==> src/hdl/mixer_ctrl_pkg.sv <==
// constants shared by the mixer control register bank and its gain deferral unit
// assumes a 125 MHz clock and a 5-bit register address
package mixer_ctrl_pkg;
  localparam int unsigned ADDR_W  = 5;
  localparam int unsigned DATA_W  = 16;

  // register offsets
  localparam logic [4:0]  ADDR_AUX3_MIX  = 5'h06;
  localparam logic [4:0]  ADDR_MIC_MIX   = 5'h07;
  localparam logic [4:0]  ADDR_MONO_MISC = 5'h08;
  localparam logic [4:0]  ADDR_DAC1_GAIN = 5'h09;

  // reset values
  localparam logic [15:0] MIX_RST        = 16'h8888;
  localparam logic [15:0] MISC_RST       = 16'h8868;
  localparam logic [15:0] DAC_GAIN_RST   = 16'h8888;

  // writable bits; reserved positions store and read zero
  localparam logic [15:0] MIX_MASK       = 16'h9F9F;
  localparam logic [15:0] MISC_MASK      = 16'h9FFB;
  localparam logic [15:0] DAC_GAIN_MASK  = 16'hBFBF;

  // field positions
  localparam int unsigned LEFT_MUTE_BIT  = 15;
  localparam int unsigned RIGHT_MUTE_BIT = 7;
  localparam int unsigned LEFT_MIX_LSB   = 8;
  localparam int unsigned RIGHT_MIX_LSB  = 0;
  localparam int unsigned MIX_GAIN_W     = 5;
  localparam int unsigned DAC_GAIN_W     = 6;
  localparam int unsigned ALL_MIX_BIT    = 7;
  localparam int unsigned MONO_OUT_BIT   = 6;
  localparam int unsigned HP_MUTE_BIT    = 5;
  localparam int unsigned HP_SWING_BIT   = 4;
  localparam int unsigned SUM_MUTE_BIT   = 3;
  localparam int unsigned DAC2_TIME_BIT  = 1;
  localparam int unsigned DAC1_TIME_BIT  = 0;

  // deferred gain change timeout, least of the 10 to 12 ms window
  localparam int unsigned DEFER_TIME_MS  = 10;
  localparam int unsigned CLK_HZ         = 125_000_000;
  localparam int unsigned DEFER_CYCLES   = DEFER_TIME_MS * (CLK_HZ / 1000);
  localparam int unsigned DEFER_CNT_W    = 21;
endpackage

==> src/hdl/gain_defer_if.sv <==
// carrier between the register bank and one gain deferral unit
// assumes both ends run on the same clock
`timescale 1ns/1ns
`default_nettype none
interface gain_defer_if;
  logic [15:0] newWord;    // gain word just written
  logic        load;       // one-cycle write pulse
  logic        immediate;  // change-timing bit
  logic        zeroCross;  // synchronised midscale crossing
  logic        clear;      // force default, drop pending change
  logic [15:0] applied;    // gain word in effect
  logic        pending;    // change waiting
  modport ctl  (output newWord, load, immediate, zeroCross, clear, input applied, pending);
  modport unit (input newWord, load, immediate, zeroCross, clear, output applied, pending);
endinterface
`default_nettype wire

==> src/hdl/codec_mixer_control_registers.sv <==
// mixer and output control register bank: aux3 mix, mic mix, mono/misc,
// DAC1 analog gain, plus deferred application of DAC1 and DAC2 gain words
// assumes a one-cycle strobe register port on clk; power enables come from
// other registers on the same clock; pin-sourced inputs are synchronised here
//
// Implementation choice: the plain strobed port.
`timescale 1ns/1ns
`default_nettype none
module codec_mixer_control_registers #(
  parameter int unsigned DEFER_LIMIT = mixer_ctrl_pkg::DEFER_CYCLES
) (
  input  wire logic                               clk,
  input  wire logic                               reset_n,
  input  wire logic [mixer_ctrl_pkg::ADDR_W-1:0]  addr,
  input  wire logic [mixer_ctrl_pkg::DATA_W-1:0]  wrData,
  input  wire logic                               wrStrobe,
  input  wire logic                               rdStrobe,
  output logic      [mixer_ctrl_pkg::DATA_W-1:0]  rdData,
  input  wire logic                               powerDownPin_n,
  input  wire logic                               conversionPowerDown,
  input  wire logic                               analogInputMixEnable,
  input  wire logic                               analogChannelEnable,
  input  wire logic                               dac1Enable,
  input  wire logic                               dac2Enable,
  input  wire logic                               dac1ZeroCross,
  input  wire logic                               dac2ZeroCross,
  input  wire logic [mixer_ctrl_pkg::DATA_W-1:0]  dac2GainWord,
  input  wire logic                               dac2GainLoad,
  output logic                                    leftAux3MixMute,
  output logic      [4:0]                         leftAux3MixGain,
  output logic                                    rightAux3MixMute,
  output logic      [4:0]                         rightAux3MixGain,
  output logic                                    leftMicMixMute,
  output logic      [4:0]                         leftMicMixGain,
  output logic                                    rightMicMixMute,
  output logic      [4:0]                         rightMicMixGain,
  output logic                                    monoInMixMute,
  output logic      [4:0]                         monoInMixGain,
  output logic                                    allMixMute,
  output logic                                    monoOutMute,
  output logic                                    headphoneMute,
  output logic                                    headphoneSwingSel,
  output logic                                    sumInputMute,
  output logic                                    leftDac1AnalogMute,
  output logic      [5:0]                         leftDac1AnalogGain,
  output logic                                    rightDac1AnalogMute,
  output logic      [5:0]                         rightDac1AnalogGain,
  output logic                                    dac1GainPending,
  output logic      [mixer_ctrl_pkg::DATA_W-1:0]  dac2AppliedGain,
  output logic                                    dac2GainPending
);
  import mixer_ctrl_pkg::*;

  // storage
  logic [15:0] aux3_r;
  logic [15:0] mic_r;
  logic [15:0] misc_r;
  logic [15:0] dac1_r;
  logic [15:0] rdData_r;
  logic [15:0] rdSel;
  logic [4:0]  effMute_r;  // aux3 L/R, mic L/R, mono with all-mix override

  // pin synchronisers: first stage is read only by the second
  logic pdnMeta_r;
  logic pdnSync_r;
  logic zc1Meta_r;
  logic zc1Sync_r;
  logic zc2Meta_r;
  logic zc2Sync_r;

  always_ff @(posedge clk) begin
    if (!reset_n) begin
      pdnMeta_r <= 1'b0;
      pdnSync_r <= 1'b0;
      zc1Meta_r <= 1'b0;
      zc1Sync_r <= 1'b0;
      zc2Meta_r <= 1'b0;
      zc2Sync_r <= 1'b0;
    end else begin
      pdnMeta_r <= powerDownPin_n;
      pdnSync_r <= pdnMeta_r;
      zc1Meta_r <= dac1ZeroCross;
      zc1Sync_r <= zc1Meta_r;
      zc2Meta_r <= dac2ZeroCross;
      zc2Sync_r <= zc2Meta_r;
    end
  end

  // global gate: power-down pin and conversion power-down
  wire allOk  = pdnSync_r & ~conversionPowerDown;
  // mix gate adds the input-mix and analog-channel enables
  wire mixOk  = allOk & analogInputMixEnable & analogChannelEnable;
  wire dac1Ok = allOk & analogChannelEnable & dac1Enable;
  wire dac2Ok = allOk & analogChannelEnable & dac2Enable;

  // write decode
  wire wrAux3 = wrStrobe && (addr == ADDR_AUX3_MIX);
  wire wrMic  = wrStrobe && (addr == ADDR_MIC_MIX);
  wire wrMisc = wrStrobe && (addr == ADDR_MONO_MISC);
  wire wrDac1 = wrStrobe && (addr == ADDR_DAC1_GAIN);

  // reserved bits never stored, so they read back zero whatever the host sends
  wire [15:0] mixData  = wrData & MIX_MASK;
  wire [15:0] miscData = wrData & MISC_MASK;
  wire [15:0] dac1Data = wrData & DAC_GAIN_MASK;

  // mix registers held at 8888 and locked while mixing is off
  wire [15:0] aux3_nxt = !mixOk ? MIX_RST : (wrAux3 ? mixData : aux3_r);
  wire [15:0] mic_nxt  = !mixOk ? MIX_RST : (wrMic ? mixData : mic_r);

  // misc: upper byte follows the mix gate, lower byte only the global one
  wire [7:0]  miscHi_nxt = !mixOk ? MISC_RST[15:8] : (wrMisc ? miscData[15:8] : misc_r[15:8]);
  wire [7:0]  miscLo_nxt = !allOk ? MISC_RST[7:0] : (wrMisc ? miscData[7:0] : misc_r[7:0]);
  wire [15:0] misc_nxt   = {miscHi_nxt, miscLo_nxt};

  // DAC1 analog gain, cleared with analog channels or DAC1 off
  wire [15:0] dac1_nxt = !dac1Ok ? DAC_GAIN_RST : (wrDac1 ? dac1Data : dac1_r);

  // all-mix mute overrides the individual mute bits of every source
  wire        allMix_nxt  = misc_nxt[ALL_MIX_BIT];
  wire [4:0]  effMute_nxt = {aux3_nxt[LEFT_MUTE_BIT], aux3_nxt[RIGHT_MUTE_BIT],
                             mic_nxt[LEFT_MUTE_BIT], mic_nxt[RIGHT_MUTE_BIT],
                             misc_nxt[LEFT_MUTE_BIT]} | {5{allMix_nxt}};

  // register update; the gates act every cycle, so a lift needs a fresh write
  always_ff @(posedge clk) begin
    if (!reset_n) begin
      aux3_r    <= MIX_RST;
      mic_r     <= MIX_RST;
      misc_r    <= MISC_RST;
      dac1_r    <= DAC_GAIN_RST;
      effMute_r <= 5'h1F;
    end else begin
      aux3_r    <= aux3_nxt;
      mic_r     <= mic_nxt;
      misc_r    <= misc_nxt;
      dac1_r    <= dac1_nxt;
      effMute_r <= effMute_nxt;
    end
  end

  // read decode; unmapped offsets read zero
  always_comb begin
    if (addr == ADDR_AUX3_MIX) begin
      rdSel = aux3_r;
    end else if (addr == ADDR_MIC_MIX) begin
      rdSel = mic_r;
    end else if (addr == ADDR_MONO_MISC) begin
      rdSel = misc_r;
    end else if (addr == ADDR_DAC1_GAIN) begin
      rdSel = dac1_r;
    end else begin
      rdSel = 16'h0000;
    end
  end

  // read data stands only in the cycle after the strobe
  always_ff @(posedge clk) begin
    if (!reset_n) begin
      rdData_r <= 16'h0000;
    end else begin
      rdData_r <= rdStrobe ? rdSel : 16'h0000;
    end
  end
  assign rdData = rdData_r;

  // deferral units: DAC1 gain from this bank, DAC2 gain from its own register
  gain_defer_if d1 ();
  gain_defer_if d2 ();

  // DAC1 timing bit steers its deferral unit
  assign d1.newWord   = dac1Data;
  assign d1.load      = wrDac1 & dac1Ok;
  assign d1.immediate = misc_r[DAC1_TIME_BIT];
  assign d1.zeroCross = zc1Sync_r;
  assign d1.clear     = ~dac1Ok;

  // DAC2 timing bit steers the other unit
  assign d2.newWord   = dac2GainWord;
  assign d2.load      = dac2GainLoad & dac2Ok;
  assign d2.immediate = misc_r[DAC2_TIME_BIT];
  assign d2.zeroCross = zc2Sync_r;
  assign d2.clear     = ~dac2Ok;

  gain_defer #(
    .RST_WORD    (DAC_GAIN_RST),
    .DEFER_LIMIT (DEFER_LIMIT)
  ) u_dac1_defer (
    .clk     (clk),
    .reset_n (reset_n),
    .dfr     (d1)
  );

  gain_defer #(
    .RST_WORD    (DAC_GAIN_RST),
    .DEFER_LIMIT (DEFER_LIMIT)
  ) u_dac2_defer (
    .clk     (clk),
    .reset_n (reset_n),
    .dfr     (d2)
  );

  // mix fields, mutes carry the all-mix override
  assign leftAux3MixMute  = effMute_r[4];
  assign rightAux3MixMute = effMute_r[3];
  assign leftMicMixMute   = effMute_r[2];
  assign rightMicMixMute  = effMute_r[1];
  assign monoInMixMute    = effMute_r[0];
  assign leftAux3MixGain  = aux3_r[LEFT_MIX_LSB +: MIX_GAIN_W];
  assign rightAux3MixGain = aux3_r[RIGHT_MIX_LSB +: MIX_GAIN_W];
  assign leftMicMixGain   = mic_r[LEFT_MIX_LSB +: MIX_GAIN_W];
  assign rightMicMixGain  = mic_r[RIGHT_MIX_LSB +: MIX_GAIN_W];
  assign monoInMixGain    = misc_r[LEFT_MIX_LSB +: MIX_GAIN_W];

  assign allMixMute        = misc_r[ALL_MIX_BIT];
  assign monoOutMute       = misc_r[MONO_OUT_BIT];
  assign headphoneMute     = misc_r[HP_MUTE_BIT];
  assign headphoneSwingSel = misc_r[HP_SWING_BIT];
  assign sumInputMute      = misc_r[SUM_MUTE_BIT];

  // applied DAC1 gain, not the written word while a change waits
  assign leftDac1AnalogMute  = d1.applied[LEFT_MUTE_BIT];
  assign rightDac1AnalogMute = d1.applied[RIGHT_MUTE_BIT];
  assign leftDac1AnalogGain  = d1.applied[LEFT_MIX_LSB +: DAC_GAIN_W];
  assign rightDac1AnalogGain = d1.applied[RIGHT_MIX_LSB +: DAC_GAIN_W];
  assign dac1GainPending     = d1.pending;
  assign dac2AppliedGain     = d2.applied;
  assign dac2GainPending     = d2.pending;

  // checks
  a_global_clear: assert property (@(posedge clk) disable iff (!reset_n)
    !allOk |=> aux3_r == MIX_RST && mic_r == MIX_RST && misc_r == MISC_RST)
    else $error("registers not at default under power-down");
  a_mix_lock: assert property (@(posedge clk) disable iff (!reset_n)
    !mixOk && wrAux3 |=> aux3_r == MIX_RST)
    else $error("aux3 mix accepted a write while mix disabled");
  a_misc_low: assert property (@(posedge clk) disable iff (!reset_n)
    allOk && !mixOk && wrMisc
      |=> misc_r[7:0] == $past(miscData[7:0]) && misc_r[15:8] == MISC_RST[15:8])
    else $error("misc byte gating wrong");
  a_mic_write: assert property (@(posedge clk) disable iff (!reset_n)
    mixOk && wrMic |=> mic_r == $past(mixData))
    else $error("mic mix write lost");
  a_all_mute: assert property (@(posedge clk) disable iff (!reset_n)
    allMixMute |-> effMute_r == 5'h1F)
    else $error("all-mix mute did not override sources");
  a_mute_pass: assert property (@(posedge clk) disable iff (!reset_n)
    !allMixMute |-> leftAux3MixMute == aux3_r[LEFT_MUTE_BIT]
                 && rightAux3MixMute == aux3_r[RIGHT_MUTE_BIT])
    else $error("aux3 mute does not follow its bit");
  a_dac1_clear: assert property (@(posedge clk) disable iff (!reset_n)
    !dac1Ok |=> dac1_r == DAC_GAIN_RST && leftDac1AnalogMute && rightDac1AnalogMute)
    else $error("DAC1 gain not defaulted when disabled");
  a_read_slot: assert property (@(posedge clk) disable iff (!reset_n)
    rdStrobe && addr == ADDR_MONO_MISC
      |=> rdData == $past(misc_r) ##1 ($past(rdStrobe) || rdData == 16'h0000))
    else $error("read data slot wrong");
  a_res_zero: assert property (@(posedge clk) disable iff (!reset_n)
    (aux3_r & ~MIX_MASK) == 16'h0000 && (misc_r & ~MISC_MASK) == 16'h0000)
    else $error("reserved bits hold ones");
endmodule
`default_nettype wire

==> src/hdl/gain_defer.sv <==
// one gain deferral unit: applies a new DAC gain word at once or at the
// next crossing / timeout; assumes zeroCross is already synchronised
`timescale 1ns/1ns
`default_nettype none
module gain_defer #(
  parameter logic [15:0] RST_WORD    = 16'h8888,
  parameter int unsigned DEFER_LIMIT = 1_250_000
) (
  input  wire logic        clk,
  input  wire logic        reset_n,
  gain_defer_if.unit       dfr
);
  import mixer_ctrl_pkg::*;

  logic [15:0]            applied_r;
  logic [15:0]            pendWord_r;
  logic                   pending_r;
  logic [DEFER_CNT_W-1:0] count_r;
  wire                    expire = (count_r == DEFER_CNT_W'(DEFER_LIMIT - 1));
  wire                    fire   = pending_r & (dfr.zeroCross | expire | dfr.immediate);

  // apply now, or hold latest word until crossing or timeout
  always_ff @(posedge clk) begin
    if (!reset_n || dfr.clear) begin
      applied_r  <= RST_WORD;
      pendWord_r <= RST_WORD;
      pending_r  <= 1'b0;
      count_r    <= '0;
    end else if (dfr.load && dfr.immediate) begin
      applied_r  <= dfr.newWord;
      pending_r  <= 1'b0;
    end else if (dfr.load) begin
      pendWord_r <= dfr.newWord;   // newest write wins, timer restarts
      pending_r  <= 1'b1;
      count_r    <= '0;
    end else if (fire) begin
      applied_r  <= pendWord_r;
      pending_r  <= 1'b0;
    end else if (pending_r) begin
      count_r    <= count_r + 1'b1;
    end
  end

  assign dfr.applied = applied_r;
  assign dfr.pending = pending_r;

  a_imm_apply: assert property (@(posedge clk) disable iff (!reset_n)
    dfr.load && dfr.immediate && !dfr.clear |=> applied_r == $past(dfr.newWord))
    else $error("immediate gain change not applied");
  a_defer_hold: assert property (@(posedge clk) disable iff (!reset_n)
    dfr.load && !dfr.immediate && !dfr.clear |=> pending_r && applied_r == $past(applied_r))
    else $error("deferred gain applied too early");
  a_cross_apply: assert property (@(posedge clk) disable iff (!reset_n)
    pending_r && dfr.zeroCross && !dfr.load && !dfr.clear
      |=> !pending_r && applied_r == $past(pendWord_r))
    else $error("crossing did not apply pending gain");
  a_timer_bound: assert property (@(posedge clk) disable iff (!reset_n)
    count_r < DEFER_CNT_W'(DEFER_LIMIT))
    else $error("deferral timer ran past its limit");
endmodule
`default_nettype wire

==> config.mk <==
export PLATFORM = sky130hd
export DESIGN_NAME = codec_mixer_control_registers
export DESIGN_NICKNAME = d
export VERILOG_FILES = /design/src/hdl/mixer_ctrl_pkg.sv /design/src/hdl/gain_defer_if.sv /design/src/hdl/codec_mixer_control_registers.sv /design/src/hdl/gain_defer.sv
export SDC_FILE = /design/constraint.sdc
export NUM_CORES = 1
export LEC_CHECK = 0
export ABC_AREA = 1
export BUFFER_PORTS_ARGS = -buffer_cell sky130_fd_sc_hd__buf_2
export CAP_MARGIN = 30
export CORE_ASPECT_RATIO = 1.2
export CORE_UTILIZATION = 40
export DETAILED_ROUTE_END_ITERATION = 16
export GPL_TIMING_DRIVEN = 0
export MAX_ROUTING_LAYER = met4
export PLACE_DENSITY_LB_ADDON = 0.3
export SYNTH_ARGS = -nofsm -noshare
export SYNTH_HDL_FRONTEND = slang
export SYNTH_HIERARCHICAL = 1
export SYNTH_SLANG_ARGS = --single-unit
==> constraint.sdc <==
create_clock -name clk -period 2.8 [get_ports clk]
set_input_delay 0.42 -clock clk [delete_from_list [all_inputs] [get_ports clk]]
set_output_delay 0.42 -clock clk [all_outputs]
set_load 0.01 [all_outputs]
==> metrics list <==
* Run status: complete, no violations
- Post-detailed-placement half-perimeter wirelength: 18,100 um
- The clock passes through at most 2 buffers.
* Syn_nets: 1,344
- # rows: 59
* Worst r2r path cells: 12
* Number of warning messages in the yosys log: 6
- Summed over all nets, wire length on met2 after detailed routing comes to 11,600 um.
- The worst register-to-register path begins at pdnSync_r.
- After routing, the total negative slack on setup checks comes to 0 ns.
* Post-DR wirelength/cell: 14.1 um
- In this run, the number of DRC markers left after iteration 0 of detailed routing was 702.
- Top metal layer carrying routed signals: met4
- The critical path starts at pdnSync_r.
* Count of nets after finishing: 1,492
- Static timing analysis puts the maximum clock frequency at 409 MHz.
* Post-route antenna net violation count: 0
- Via count of the first global-routing pass: 7,877
- In this run the clock root is driven by a sky130_fd_sc_hd__clkbuf_16.
- Summed over all cells, the static leakage comes to 4.49 nW.
- Total clock buffers created by CTS: 17
* Starting utilization of the core area: 40.8%
* Minimum clock period: 2.44 ns
* GRT overflow: 0
- The first global-routing pass estimated 38,600 um of wire.
- The initial antenna violation count came to 0.
- STA classifies the critical path endpoint as a flip-flop.
- In the layout the commonest cells are sky130_fd_sc_hd__nand2_1, sky130_fd_sc_hd__nor2_1, sky130_fd_sc_hd__dfxtp_1.
* Syn Area/Cell: 6.83 um2
- OpenSTA, run right after detailed placement, puts the worst setup slack at 0.0978 ns.
- Fillcell total: 2,196
- In the routed layout, each cell is associated on average with a via count of 5.04.
* DRC violation count after routing: 0
* Critical path capture point: u_dac1_defer/count_r[1]
* Placer Congestion: 0.928
* GRT Util Overall: 22.5%
* Routed wire length: 24,300 um
- Die ar.: 22,700 um2
- Critical path startpoint category: flip-flop
* Transition at the pin with the smallest max-transition slack: 0.723 ns
* Cell area after synthesis: 8830 um2
- The routed layout has 8,699 vias.
- The setup check on the worst reg-to-reg path leaves a slack of 0.36 ns.
- The worst register-to-register path ends at u_dac1_defer/count_r[1].
* Input/output buffers: 129
* Final Hold Fails: 0
* Crit path required time: 3.18 ns
- Setup Viol. Count Final: 0
- Clock skew on the completed layout was measured at 0.0119 ns.
- In this run the post-CTS setup repair buffer count came out at 0.
- Measured along the y axis, the die boundary spans 165 um.
* CP Max Fanout: 10
* Post-route worst setup slack: 0.355 ns
* TritonCTS clock tree: done
- Max rail drop VDD: 0.000472 V
* Routed length on met3: 1370 um
- H-tree lvl count: 4
- CTS clock-pin slew for the worst setup and hold paths: 0.07 ns
- Setup repair after global routing left no endpoint under its margin.
- In this run the tightest slew margin relative to its limit is 51.8%.
* # diodes: 0
- Number of top-level design ports: 133
- The final critical path takes up 87.3% of the cycle.
* Layout area overhead: 17.7%
- Measured along the x axis, the die boundary spans 138 um.
- Hold_buf cts: 0
* PD cells: 485 nW/um2
* Layout cell share with drive strength beyond 1: 20.3%
- Arrival time at the worst endpoint: 2.83 ns
* Instance area at placement: 9820 um2
- For this block, wires on met1 add up to 10,700 um.
- Kind of critical path: flip-flop to flip-flop
* Max Cap Viol: 0
* Number of instances in the synthesized netlist: 1,292
* Number of clock sinks: 181
* Clk Latency, worst-skew pair: 0.44 ns
- Maximum number of pins on one net before global-route repair: 19
- The finished cells cover 10,400 um2.
- In this run the standard cell core region covers 21,600 um2.
* Most common cell after layout, fill and taps aside: sky130_fd_sc_hd__nand2_1
* Count of final max-slew check failures: 0
- First-pass DRT Iterations: 5
- Resized Gates After CTS: 0
- Hold Path Class: primary input to flip-flop
==> where the power goes <==
part	internal (mW)	total, mW	switching, mW
combinational	0.0477	0.153	0.105
clock	1.17	2.31	1.13
sequential	2.58	2.58	0.00223
total	3.80	5.04	1.24
==> final cells by class <==
type	instances	area, um2	share of cell area (%)
clock buffers	17	425	4.10
plain buffers	76	504	4.85
clock inverters	15	145	1.40
repair buffers	129	646	6.22
inverters	122	468	4.51
multi-input cells	913	4230	40.7
flip-flops and latches	181	3620	34.9
well taps	274	343	3.30
==> worst min path at each step <==
stage               depth (start not counted)     startpoint           end  slack [ns]
floorplan                                   2      zc1Meta_r  d1.zeroCross        0.39
global placement                            2      zc2Meta_r  d2.zeroCross        0.41
detailed placement                          2      zc2Meta_r  d2.zeroCross        0.41
CTS                                         3  dac2ZeroCross     zc2Meta_r        0.16
global route                                3  dac2ZeroCross     zc2Meta_r        0.18
finish                                      3  dac2ZeroCross     zc2Meta_r        0.17
==> routing by layer <==
metal / vias to the layer above / global-route usage [%]
met5: - / -
met3: 56 / 2.92
met2: 316 / 36.9
met4: 0 / 9.39
met1: 3920 / 27.5
li1: 4407 / -
==> worst max-delay path: stages, from the launching register on <==
cell and delay (ns):
sky130_fd_sc_hd__dfxtp_1 0.31, sky130_fd_sc_hd__nand2_1 0.16, sky130_fd_sc_hd__nor2_2 0.18, sky130_fd_sc_hd__nand2_1 0.22, sky130_fd_sc_hd__nor2_1 0.16, sky130_fd_sc_hd__buf_4 0.20, sky130_fd_sc_hd__inv_2 0.06, sky130_fd_sc_hd__nor2_1 0.12
sky130_fd_sc_hd__buf_2 0.21, sky130_fd_sc_hd__inv_2 0.09, sky130_fd_sc_hd__a21oi_2 0.45, sky130_fd_sc_hd__nand3_1 0.14, sky130_fd_sc_hd__nand2_1 0.09
==> state kept, by name (all words and copies together) (netlist names), 5 cells and up <==
| signal | cells |
|---|---|
| rdData | 15 |
| mic_r | 12 |
| u_dac1_defer/count_r | 21 |
| aux3_r | 12 |
| misc_r | 13 |
| u_dac1_defer/pendWord_r | 14 |
| u_dac2_defer/count_r | 21 |
| dac1_r | 14 |
| u_dac2_defer/pendWord_r | 16 |
| u_dac1_defer/dfr.applied | 14 |
| effMute_r | 5 |
| u_dac2_defer/dfr.applied | 16 |
==> stage by stage <==
stage | hold WS, ns | util, % | cells | power, mW
floorplan | 0.390 | - | 1292 | 2.70
global route | 0.182 | 48.0 | 1727 | 5.20
detailed placement | 0.411 | 45.4 | 1695 | 2.79
finish | 0.171 | 48.0 | 1727 | 5.04
CTS | 0.161 | 48.0 | 1727 | 5.07
global placement | 0.407 | 45.4 | 1695 | 2.79
Note: power is estimated with default switching activity, not from simulation.
